===== config.mk =====
export PLATFORM = sky130hd
export DESIGN_NAME = adc_mode_control
export DESIGN_NICKNAME = d
export VERILOG_FILES = /design/src/logic/adcmc_pkg.sv /design/src/logic/adcmc_fifo_if.sv /design/src/logic/adc_mode_control.sv /design/src/logic/adcmc_fifo.sv
export VERILOG_INCLUDE_DIRS = /design/src /design/src/logic
export SDC_FILE = /design/constraint.sdc
export NUM_CORES = 2
export LEC_CHECK = 0
export BUFFER_PORTS_ARGS = -buffer_cell sky130_fd_sc_hd__buf_2
export CAP_MARGIN = 20
export CORE_UTILIZATION = 44
export DETAILED_ROUTE_END_ITERATION = 16
export GPL_TIMING_DRIVEN = 1
export PLACE_DENSITY = 0.65
export SLEW_MARGIN = 10
export SYNTH_ARGS = -nofsm -noshare
export SYNTH_HDL_FRONTEND = slang
export SYNTH_SLANG_ARGS = --single-unit

===== constraint.sdc =====
create_clock -name clk -period 5.4 [get_ports clk]
set_input_delay 0.27 -clock clk [delete_from_list [all_inputs] [get_ports clk]]
set_output_delay 0.27 -clock clk [all_outputs]
set_load 0.01 [all_outputs]

===== src/logic/adcmc_cfg.svh =====
// register offsets, field positions, reset values and timing counts for the adc mode control block
// What this block does
// - low-speed gate bit 0 forces low-speed off; 1 hands control to channel bits
// - swing gate field bits 1:0; 00 disables, 11 enables; 01/10 never written
// - channel A slow select at bit 3; 1 enables once the gate is set, 0 disables
// - channel B slow select at bit 0 works only once the gate is set
// - both channels are sampled together on each sample clock rising edge
// - corrected code for a sample appears 16 sample-clock cycles later
// - output in DDR pair order in both modes, CMOS only flagged on dataOutCmos; offset binary or twos complement
`ifndef ADCMC_CFG_SVH
`define ADCMC_CFG_SVH

`define ADCMC_OFF_LS_GATE 12'h000
`define ADCMC_OFF_SWING_GATE 12'h004
`define ADCMC_OFF_CHA_SLOW 12'h008
`define ADCMC_OFF_CHB_SLOW 12'h00c
`define ADCMC_OFF_OUT_CFG 12'h010
`define ADCMC_OFF_STATUS 12'h014
`define ADCMC_OFF_DATA 12'h018

`define ADCMC_LS_GATE_BIT 4
`define ADCMC_CHA_SLOW_BIT 3
`define ADCMC_CHB_SLOW_BIT 0
`define ADCMC_SWING_HI 1
`define ADCMC_SWING_LO 0
`define ADCMC_SWING_OFF 2'h0
`define ADCMC_SWING_ON 2'h3
`define ADCMC_OUTCFG_CMOS_BIT 0
`define ADCMC_OUTCFG_TWOS_BIT 1
`define ADCMC_REG_RESET 8'h00
`define ADCMC_LATENCY 16
`define ADCMC_MSB_FLIP 14'h2000

`endif


===== src/logic/adcmc_pkg.sv =====
// types shared by the adc mode control block
package adcmc_pkg;
    typedef enum logic [1:0] {
        ADCMC_LVDS_DDR = 2'b00,
        ADCMC_CMOS_PAR = 2'b01
    } adcmc_bus_t;
    typedef enum logic [0:0] {
        ADCMC_IDLE = 1'b0,
        ADCMC_RUN = 1'b1
    } adcmc_state_t;
endpackage


===== src/logic/adcmc_fifo_if.sv =====
// valid/ready carrier between the sample path and its fifo
interface adcmc_fifo_if #(parameter int WIDTH = 28);
    logic inValid;
    logic inReady;
    logic [WIDTH-1:0] inData;
    logic outValid;
    logic outReady;
    logic [WIDTH-1:0] outData;
    modport fifo (input inValid, output inReady, input inData, output outValid, input outReady, output outData);
    modport user (output inValid, input inReady, output inData, input outValid, output outReady, input outData);
endinterface


===== src/logic/adc_mode_control.sv =====
// register bank and sample output path of the adc mode control block
`include "adcmc_cfg.svh"
module adc_mode_control #(
    parameter int BITS = 14,
    parameter int LATENCY = `ADCMC_LATENCY,
    parameter int DEPTH = 32
) (
    input wire logic clk,
    input wire logic rst_b,
    input wire logic psel,
    input wire logic penable,
    input wire logic pwrite,
    input wire logic [11:0] paddr,
    input wire logic [31:0] pwdata,
    output logic [31:0] prdata,
    output logic pready,
    output logic pslverr,
    input wire logic sampleClkPin,
    input wire logic [BITS-1:0] chanAIn,
    input wire logic [BITS-1:0] chanBIn,
    output logic chanASlow,
    output logic chanBSlow,
    output logic swingEnable,
    output logic [BITS-1:0] dataOut,
    output logic dataOutValid,
    output logic dataOutCmos,
    output logic dataOutClk
);
    localparam int W = 2 * BITS;
    logic [7:0] lowSpeedGate;
    logic [7:0] swingGate;
    logic [7:0] chanASlowSelect;
    logic [7:0] chanBSlowSelect;
    logic [7:0] outCfg;
    logic [2:0] clkSync;
    logic clkLevel;
    logic sampleEdge;
    logic [W-1:0] pipe [LATENCY];
    logic [LATENCY-1:0] pipeValid;
    logic [W-1:0] held;
    logic half;
    logic overflow;
    logic access;
    logic cmosMode;
    logic twosMode;
    logic [BITS-1:0] fmtA;
    logic [BITS-1:0] fmtB;
    adcmc_pkg::adcmc_state_t state;
    logic [BITS-1:0] chanSync [2];
    logic wrStrobe;
    adcmc_fifo_if #(.WIDTH(W)) fq ();

    adcmc_fifo #(.WIDTH(W), .DEPTH(DEPTH)) adcmc_fifo_inst (
        .clk(clk),
        .rst_b(rst_b),
        .port(fq.fifo)
    );

    assign access = psel && penable;
    assign wrStrobe = access && pwrite;
    assign cmosMode = outCfg[`ADCMC_OUTCFG_CMOS_BIT];
    assign twosMode = outCfg[`ADCMC_OUTCFG_TWOS_BIT];

    // register writes land on the access phase; apb answers with no wait states,
    // so each register only needs the strobe and its own offset
    always_ff @(posedge clk or negedge rst_b) begin
        if (!rst_b) begin
            lowSpeedGate <= `ADCMC_REG_RESET;
        end else if (wrStrobe && paddr == `ADCMC_OFF_LS_GATE) begin
            lowSpeedGate <= pwdata[7:0];
        end
    end

    // swing gate keeps every written code; only the decode below judges it
    always_ff @(posedge clk or negedge rst_b) begin
        if (!rst_b) begin
            swingGate <= `ADCMC_REG_RESET;
        end else if (wrStrobe && paddr == `ADCMC_OFF_SWING_GATE) begin
            swingGate <= pwdata[7:0];
        end
    end

    // channel a select is stored even while the gate is clear
    always_ff @(posedge clk or negedge rst_b) begin
        if (!rst_b) begin
            chanASlowSelect <= `ADCMC_REG_RESET;
        end else if (wrStrobe && paddr == `ADCMC_OFF_CHA_SLOW) begin
            chanASlowSelect <= pwdata[7:0];
        end
    end

    // channel b select, same handling as channel a
    always_ff @(posedge clk or negedge rst_b) begin
        if (!rst_b) begin
            chanBSlowSelect <= `ADCMC_REG_RESET;
        end else if (wrStrobe && paddr == `ADCMC_OFF_CHB_SLOW) begin
            chanBSlowSelect <= pwdata[7:0];
        end
    end

    // output mode and code format
    always_ff @(posedge clk or negedge rst_b) begin
        if (!rst_b) begin
            outCfg <= `ADCMC_REG_RESET;
        end else if (wrStrobe && paddr == `ADCMC_OFF_OUT_CFG) begin
            outCfg <= pwdata[7:0];
        end
    end

    // ready rises for the access cycle only, one cycle after every setup
    always_ff @(posedge clk or negedge rst_b) begin
        if (!rst_b) begin
            pready <= 1'b0;
        end else begin
            pready <= psel && !penable;
        end
    end

    // read data and error registered so they are valid at the access edge
    always_ff @(posedge clk or negedge rst_b) begin
        if (!rst_b) begin
            prdata <= 32'h0;
            pslverr <= 1'b0;
        end else begin
            pslverr <= 1'b0;
            prdata <= 32'h0;
            if (psel && !penable) begin
                case (paddr)
                    `ADCMC_OFF_LS_GATE: prdata <= {24'h0, lowSpeedGate};
                    `ADCMC_OFF_SWING_GATE: prdata <= {24'h0, swingGate};
                    `ADCMC_OFF_CHA_SLOW: prdata <= {24'h0, chanASlowSelect};
                    `ADCMC_OFF_CHB_SLOW: prdata <= {24'h0, chanBSlowSelect};
                    `ADCMC_OFF_OUT_CFG: prdata <= {24'h0, outCfg};
                    `ADCMC_OFF_STATUS: prdata <= {28'h0, overflow, fq.outValid, chanASlow, chanBSlow};
                    `ADCMC_OFF_DATA: prdata <= {4'h0, pipe[LATENCY-1]};
                    default: pslverr <= 1'b1; // unmapped address
                endcase
            end
        end
    end

    // channel a effective mode; the gate overrides the channel bit
    always_ff @(posedge clk or negedge rst_b) begin
        if (!rst_b) begin
            chanASlow <= 1'b0;
        end else begin
            chanASlow <= lowSpeedGate[`ADCMC_LS_GATE_BIT] && chanASlowSelect[`ADCMC_CHA_SLOW_BIT];
        end
    end

    // channel b effective mode; a select written before the gate stays dormant until it is set
    always_ff @(posedge clk or negedge rst_b) begin
        if (!rst_b) begin
            chanBSlow <= 1'b0;
        end else begin
            chanBSlow <= lowSpeedGate[`ADCMC_LS_GATE_BIT] && chanBSlowSelect[`ADCMC_CHB_SLOW_BIT];
        end
    end

    // only 11 enables; the forbidden codes fall back to off rather than
    // guessing a swing the host never asked for
    always_ff @(posedge clk or negedge rst_b) begin
        if (!rst_b) begin
            swingEnable <= 1'b0;
        end else begin
            swingEnable <= (swingGate[`ADCMC_SWING_HI:`ADCMC_SWING_LO] == `ADCMC_SWING_ON);
        end
    end

    // three-stage sync of the sample clock pin
    always_ff @(posedge clk or negedge rst_b) begin
        if (!rst_b) begin
            clkSync <= 3'h0;
        end else begin
            clkSync <= {clkSync[1:0], sampleClkPin};
        end
    end

    // settled level moves only when stages two and three agree, so a glitch never counts
    always_ff @(posedge clk or negedge rst_b) begin
        if (!rst_b) begin
            clkLevel <= 1'b0;
        end else if (clkSync[1] == clkSync[2]) begin
            clkLevel <= clkSync[2];
        end
    end
    assign sampleEdge = (clkSync[1] == clkSync[2]) && clkSync[2] && !clkLevel;

    // channel codes pass three flops too; they are steady for a whole sample period,
    // so the third stage already holds the new code when the detected edge takes it
    for (genvar ch = 0; ch < 2; ch++) begin : g_chan_sync
        logic [BITS-1:0] stage [3];
        always_ff @(posedge clk or negedge rst_b) begin
            if (!rst_b) begin
                stage[0] <= '0;
                stage[1] <= '0;
                stage[2] <= '0;
            end else begin
                stage[0] <= (ch == 0) ? chanAIn : chanBIn;
                stage[1] <= stage[0];
                stage[2] <= stage[1];
            end
        end
        assign chanSync[ch] = stage[2];
    end

    // output coding: twos complement is offset binary with the msb flipped
    assign fmtA = twosMode ? (chanSync[0] ^ BITS'(`ADCMC_MSB_FLIP)) : chanSync[0];
    assign fmtB = twosMode ? (chanSync[1] ^ BITS'(`ADCMC_MSB_FLIP)) : chanSync[1];

    // a valid mark travels beside each code, so the reset zeros in the pipe
    // never reach the fifo as if they were samples
    always_ff @(posedge clk or negedge rst_b) begin
        if (!rst_b) begin
            pipeValid <= '0;
        end else if (sampleEdge) begin
            pipeValid <= {pipeValid[LATENCY-2:0], 1'b1};
        end
    end

    // both channels captured together, then delayed sixteen sample edges
    always_ff @(posedge clk or negedge rst_b) begin
        if (!rst_b) begin
            for (int i = 0; i < LATENCY; i++) begin
                pipe[i] <= '0;
            end
        end else if (sampleEdge) begin
            pipe[0] <= {fmtA, fmtB};
            for (int i = 1; i < LATENCY; i++) begin
                pipe[i] <= pipe[i-1];
            end
        end
    end

    // a code leaves the pipe on the edge sixteen after its capture
    assign fq.inValid = sampleEdge && pipeValid[LATENCY-1];
    assign fq.inData = pipe[LATENCY-1];

    // overflow is sticky: a dropped code cannot be recovered, so software must know
    always_ff @(posedge clk or negedge rst_b) begin
        if (!rst_b) begin
            overflow <= 1'b0;
        end else if (fq.inValid && !fq.inReady) begin
            overflow <= 1'b1;
        end else if (access && pwrite && paddr == `ADCMC_OFF_STATUS) begin
            overflow <= 1'b0;
        end
    end

    // the pair is latched from the fifo head while idle; it stays put through both
    // halves, so a push arriving mid-pair cannot tear it
    always_ff @(posedge clk or negedge rst_b) begin
        if (!rst_b) begin
            held <= '0;
        end else if (state == adcmc_pkg::ADCMC_IDLE && fq.outValid) begin
            held <= fq.outData;
        end
    end

    // output mode mirror follows the register one cycle later
    always_ff @(posedge clk or negedge rst_b) begin
        if (!rst_b) begin
            dataOutCmos <= 1'b0;
        end else begin
            dataOutCmos <= cmosMode;
        end
    end

    // drain: the same in cmos and lvds ddr mode; a goes out on the high half, b on the low
    assign fq.outReady = (state == adcmc_pkg::ADCMC_RUN) && half;
    always_ff @(posedge clk or negedge rst_b) begin
        if (!rst_b) begin
            state <= adcmc_pkg::ADCMC_IDLE;
            half <= 1'b0;
            dataOut <= '0;
            dataOutValid <= 1'b0;
            dataOutClk <= 1'b0;
        end else begin
            case (state)
                adcmc_pkg::ADCMC_IDLE: begin
                    dataOutValid <= 1'b0;
                    dataOutClk <= 1'b0;
                    half <= 1'b0;
                    if (fq.outValid) begin
                        state <= adcmc_pkg::ADCMC_RUN;
                    end
                end
                adcmc_pkg::ADCMC_RUN: begin
                    // first half channel a, second half channel b
                    dataOut <= half ? held[BITS-1:0] : held[W-1:BITS];
                    dataOutValid <= 1'b1;
                    dataOutClk <= !half;
                    half <= !half;
                    if (half) begin
                        state <= adcmc_pkg::ADCMC_IDLE;
                    end
                end
                default: state <= adcmc_pkg::ADCMC_IDLE;
            endcase
        end
    end
endmodule


===== src/logic/adcmc_fifo.sv =====
// flip-flop fifo with valid and ready on both sides
module adcmc_fifo #(
    parameter int WIDTH = 28,
    parameter int DEPTH = 32
) (
    input wire logic clk,
    input wire logic rst_b,
    adcmc_fifo_if.fifo port
);
    localparam int AW = $clog2(DEPTH);
    logic [WIDTH-1:0] mem [DEPTH];
    logic [AW-1:0] wrPtr;
    logic [AW-1:0] rdPtr;
    logic [AW:0] count;
    logic doWr;
    logic doRd;

    // full and empty come straight from the occupancy count
    assign port.inReady = (count != (AW+1)'(DEPTH));
    assign port.outValid = (count != '0);
    assign port.outData = mem[rdPtr];
    assign doWr = port.inValid && port.inReady;
    assign doRd = port.outValid && port.outReady;

    // storage, no reset needed on data
    always_ff @(posedge clk) begin
        if (doWr) begin
            mem[wrPtr] <= port.inData;
        end
    end

    // pointers wrap at depth, which need not be a power of two
    always_ff @(posedge clk or negedge rst_b) begin
        if (!rst_b) begin
            wrPtr <= '0;
            rdPtr <= '0;
            count <= '0;
        end else begin
            if (doWr) begin
                wrPtr <= (wrPtr == AW'(DEPTH - 1)) ? '0 : wrPtr + AW'(1);
            end
            if (doRd) begin
                rdPtr <= (rdPtr == AW'(DEPTH - 1)) ? '0 : rdPtr + AW'(1);
            end
            count <= count + (AW+1)'(doWr) - (AW+1)'(doRd);
        end
    end
endmodule


==> results list <==
* Share of total power in combinational logic: 3.6%
- Cells along the critical path: inv_1, ha_1, nor4bb_2, or2_2, nor2_1, nand2_1, o211ai_1
* Maximum ir drop on the vdd rail: 304.5 uV
- Average cell area after synthesis: 14.71 sq um
- Summing the sequential cell areas from Yosys gives 74.03% of the chip area.
- Total number of vias: 32170
- Time the worst path needs with I/O delays and setup: 3.869 ns
- Setup violations remaining at the end of the flow were counted as 0.
* IO buf count: 103
- Number of enable flip-flop cells after synthesis: 896
* 1st-pass router iterations: 6
- For this run, the top clock speed supported by timing is 258.5 MHz.
- The initial antenna violation count was 0.
* Sequential share of power: 55.0%
- Worst skew pair latency: 0.77 ns
- Max-capacitance violation count: 0
- Routed WL per cell: 20.25 um
- Setup repair after global routing left no endpoint under its margin.
- Final Hold Fails: 0
* CP endpoint kind: flip-flop
- Remaining global-route overflow: 0
- At the end of the flow the core is filled with cells to 50.54%.
* Post-synthesis async set-or-reset flop share: 43.43%
* Headroom to the max-slew limit: 32.13%
- Counting cells, the worst reg-to-reg path comes to 7.
- Of all nets on the critical path, the largest fanout is 33.
- The synthesized netlist occupies a cell area of 59600 sq um.
- On the worst path, the slowest cell contributes a delay of 0.87 ns.
- Half-perimeter wire length after detailed placement: 67610 um
* Number of I/O pins: 132
- Count of distinct cell types in the synthesized netlist: 56
* Net switching power figure: 0.005414 W
* Total Routing Usage GR: 18.43%
- Total number of nets in the final design: 4328
- In the final timing run, aggregate negative setup slack is 0 ns.
* CTS root buf: sky130_fd_sc_hd__clkbuf_16
* Horizontal extent of the die: 370.0 um
* Maximum clock skew at final layout: 0.02345 ns
* Leading cell types by count after synthesis: 1438 x sky130_fd_sc_hd__nand2_1, 896 x sky130_fd_sc_hd__edfxtp_1, 688 x sky130_fd_sc_hd__dfrtp_1, 185 x sky130_fd_sc_hd__mux2i_1, 172 x sky130_fd_sc_hd__mux4_2
* Post-synth top area cell: sky130_fd_sc_hd__edfxtp_1
- Buffers from clock root to sink, at most: 3
* Iter 0 DRT Violations: 2956
- H-tree levels: 4
- The worst setup path is launched from a flip-flop.
- For this run, the leading register cell type out of synthesis is sky130_fd_sc_hd__edfxtp_1.
- Once placement finished, the instance area stood at 62400 sq um.
* Gates resized, CTS repair: 0
- DRT antenna net count: 0
- The min-delay analysis places its worst path in the category in2reg.
* Crit path DAT: 4.48 ns
- Clock-pin slew was measured on the worst setup and hold paths at 0.06 ns.
* Flop and latch count out of synthesis: 1584
- Total routed wirelength: 124000 um
- The total count of max-transition violations in the final report was 0.
- After floorplanning, the core was sized to cover 134000 sq um.
* Area of all placed cells without fillers: 67710 sq um
* Ys Warns: 0
- Initial Util: 44.49%
- Number of core rows: 134
- For this run, design rule violations remaining after detail routing come to 0.
- Fraction of post-synthesis cell area in the top cell type by area: 45.14%
* Total Die Area: 136900 sq um
* Weighted congestion reported at the end of routability-driven placement: 0.8032
* Fraction of layout cells with a size suffix above 1: 16.30%
* Power per cell area: 367.5 nW/um^2
- Pleak: 29.37 nW
* Clock sinks: 1584
* Pin count of the biggest net entering global routing: 154
- For the worst setup path, the data required time is 6.01 ns.
- CTS Buf Count: 153
- The run finished with clean final reports.
- Clock network fraction of total power: 41.4%
- From synthesis to final layout, the design area changed by 13.61%.
* Library cell contributing the largest single delay on the critical path: sky130_fd_sc_hd__nor4bb_2
- The number of global-route vias before repair came to 32240.
* Die Height: 370.0 um
- In this run switching power makes up 21.76% of total power.
- Design internal power: 0.01947 W
- The most common cell in the synthesized netlist is sky130_fd_sc_hd__nand2_1.
- TritonCTS clock tree: built
- The first global-routing pass estimated 191300 um of wire.
- WHS: 0.09401 ns
- Dividing the final minimum period by the clock period gives 71.64%.
- Category of the most critical setup path: reg2reg
* Measured slew at the worst slew-check pin: 1.004 ns
- Cell count of the worst hold path: 6
* Via count normalized by instance count: 5.252
* Synth area leaders: sky130_fd_sc_hd__edfxtp_1 45%, sky130_fd_sc_hd__dfrtp_1 29%, sky130_fd_sc_hd__nand2_1 9.1%, sky130_fd_sc_hd__mux4_2 6.5%, sky130_fd_sc_hd__mux2i_1 3.1%
- Synthesis produced a netlist whose cell count is 4051.
* Filler cells: 11040
==> cell type report <==
class	instances	area, sq um	share of cell area [%]
Timing Repair Buffer	238	1817	2.683
Tap cell	1768	2212	3.267
Inverter	18	67.56	0.09979
Clock inverter	76	660.6	0.9757
Antenna cell	2	5.005	0.007392
Sequential cell	1584	44140	65.19
Clock buffer	203	4168	6.155
Multi-Input combinational cell	2237	14640	21.62
==> critical path, delay by kind of cell, from the launching register on <==
family	cells	cell delay [ns]
and+or+nand+nor	4	2.87
DFF	1	0.39
AOI/OAI and AO/OA	1	0.20
buffers and inverters	1	0.09
adders and majority gates	1	0.15
==> power by group through the flow <==
stage / sequential [W] / clock [W] / combinational [W]
final: 0.0137 / 0.0103 / 0.000885
after global routing: 0.0138 / 0.0110 / 0.00107
after CTS: 0.0137 / 0.0105 / 0.000914
after detailed placement: 0.0139 / 0 / 0.000873
after global placement: 0.0139 / 0 / 0.000851
after floorplan: 0.0139 / 0 / 0.000620
==> sequential cells by signal (all words and copies together) (netlist names), 8 cells and up <==
name                 count
adcmc_fifo_inst.mem    896
chanASlowSelect          8
chanBSlowSelect          8
chanSync                28
dataOut                 14
fq.inData               28
g_chan_sync.stage       56
held                    28
lowSpeedGate             8
outCfg                   8
pipe                   420
pipeValid               16
prdata                  28
swingGate                8
==> placed cells by master, fill, tap and decap left out, types with 22 or more instances in the layout <==
cell                            instances
sky130_fd_sc_hd__buf_2                102
sky130_fd_sc_hd__dlygate4sd3_1         48
sky130_fd_sc_hd__nand2_1             1438
sky130_fd_sc_hd__clkbuf_1              36
sky130_fd_sc_hd__o211ai_1              56
sky130_fd_sc_hd__buf_4                 75
sky130_fd_sc_hd__clkinv_1              27
sky130_fd_sc_hd__and2_1                24
sky130_fd_sc_hd__a22oi_1               60
sky130_fd_sc_hd__mux2i_1              185
sky130_fd_sc_hd__mux4_2               172
sky130_fd_sc_hd__edfxtp_1             896
sky130_fd_sc_hd__dfrtp_1              681
sky130_fd_sc_hd__a32oi_1               29
sky130_fd_sc_hd__clkbuf_16            154
sky130_fd_sc_hd__mux2_2                72
sky130_fd_sc_hd__nor2_1                30
sky130_fd_sc_hd__nor2_2                33
sky130_fd_sc_hd__a21oi_1               22
sky130_fd_sc_hd__clkinv_2              26
==> repair_timing <==
item / 4_1_cts / 5_1_grt
hold buffers: 48 / 0
setup endpoints to repair: 0 / 0
hold endpoints to repair: 163 / 0
buffers inserted: 0 / 0
==> per-layer routing <==
metal  GRT usage, %  wire, um  vias up
met4          5.984      3294        0
li1               -         -    14690
met1          25.53     54360    16520
met2          29.81     59560      775
met5              0         0        -
met3          2.989      6807      190
==> metrics by stage <==
step | setup WS, ns | instances | total power [W]
6_report | 1.531 | 6126 | 0.02488
5_1_grt | 1.324 | 6124 | 0.02583
4_1_cts | 1.532 | 6124 | 0.02511
3_5_place_dp | 1.540 | 5797 | 0.01481
3_3_place_gp | 1.654 | 5796 | 0.01477
2_1_floorplan | 2.537 | 4054 | 0.01447
==> kinds of logic after synthesis <==
kind of cell / share of synthesized area [%]
flip-flops: 74.03
AND/OR/NAND/NOR: 10.47
multiplexers: 10.97
buffers and inverters: 1.640
AO/OA/AOI/OAI: 2.410
adder cells (fa/ha/maj): 0.3905
XOR/XNOR: 0.08817
other: 0.006292
==> path summary, 6_finish.rpt <==
kind	start	end	slack, ns
setup / recovery	adcmc_fifo_inst.count[3]	held[22]	1.53
max in group asynchronous	rst_b	adcmc_fifo_inst.rdPtr[2]	3.86
hold reg to reg	g_chan_sync[1].stage[22]	chanSync[8]	0.34
hold / removal	paddr[10]	overflow	0.09
setup reg to reg	adcmc_fifo_inst.count[3]	held[22]	1.53
min in group asynchronous	rst_b	pipe[309]	0.17
Note: power is estimated with default switching activity, not from simulation.
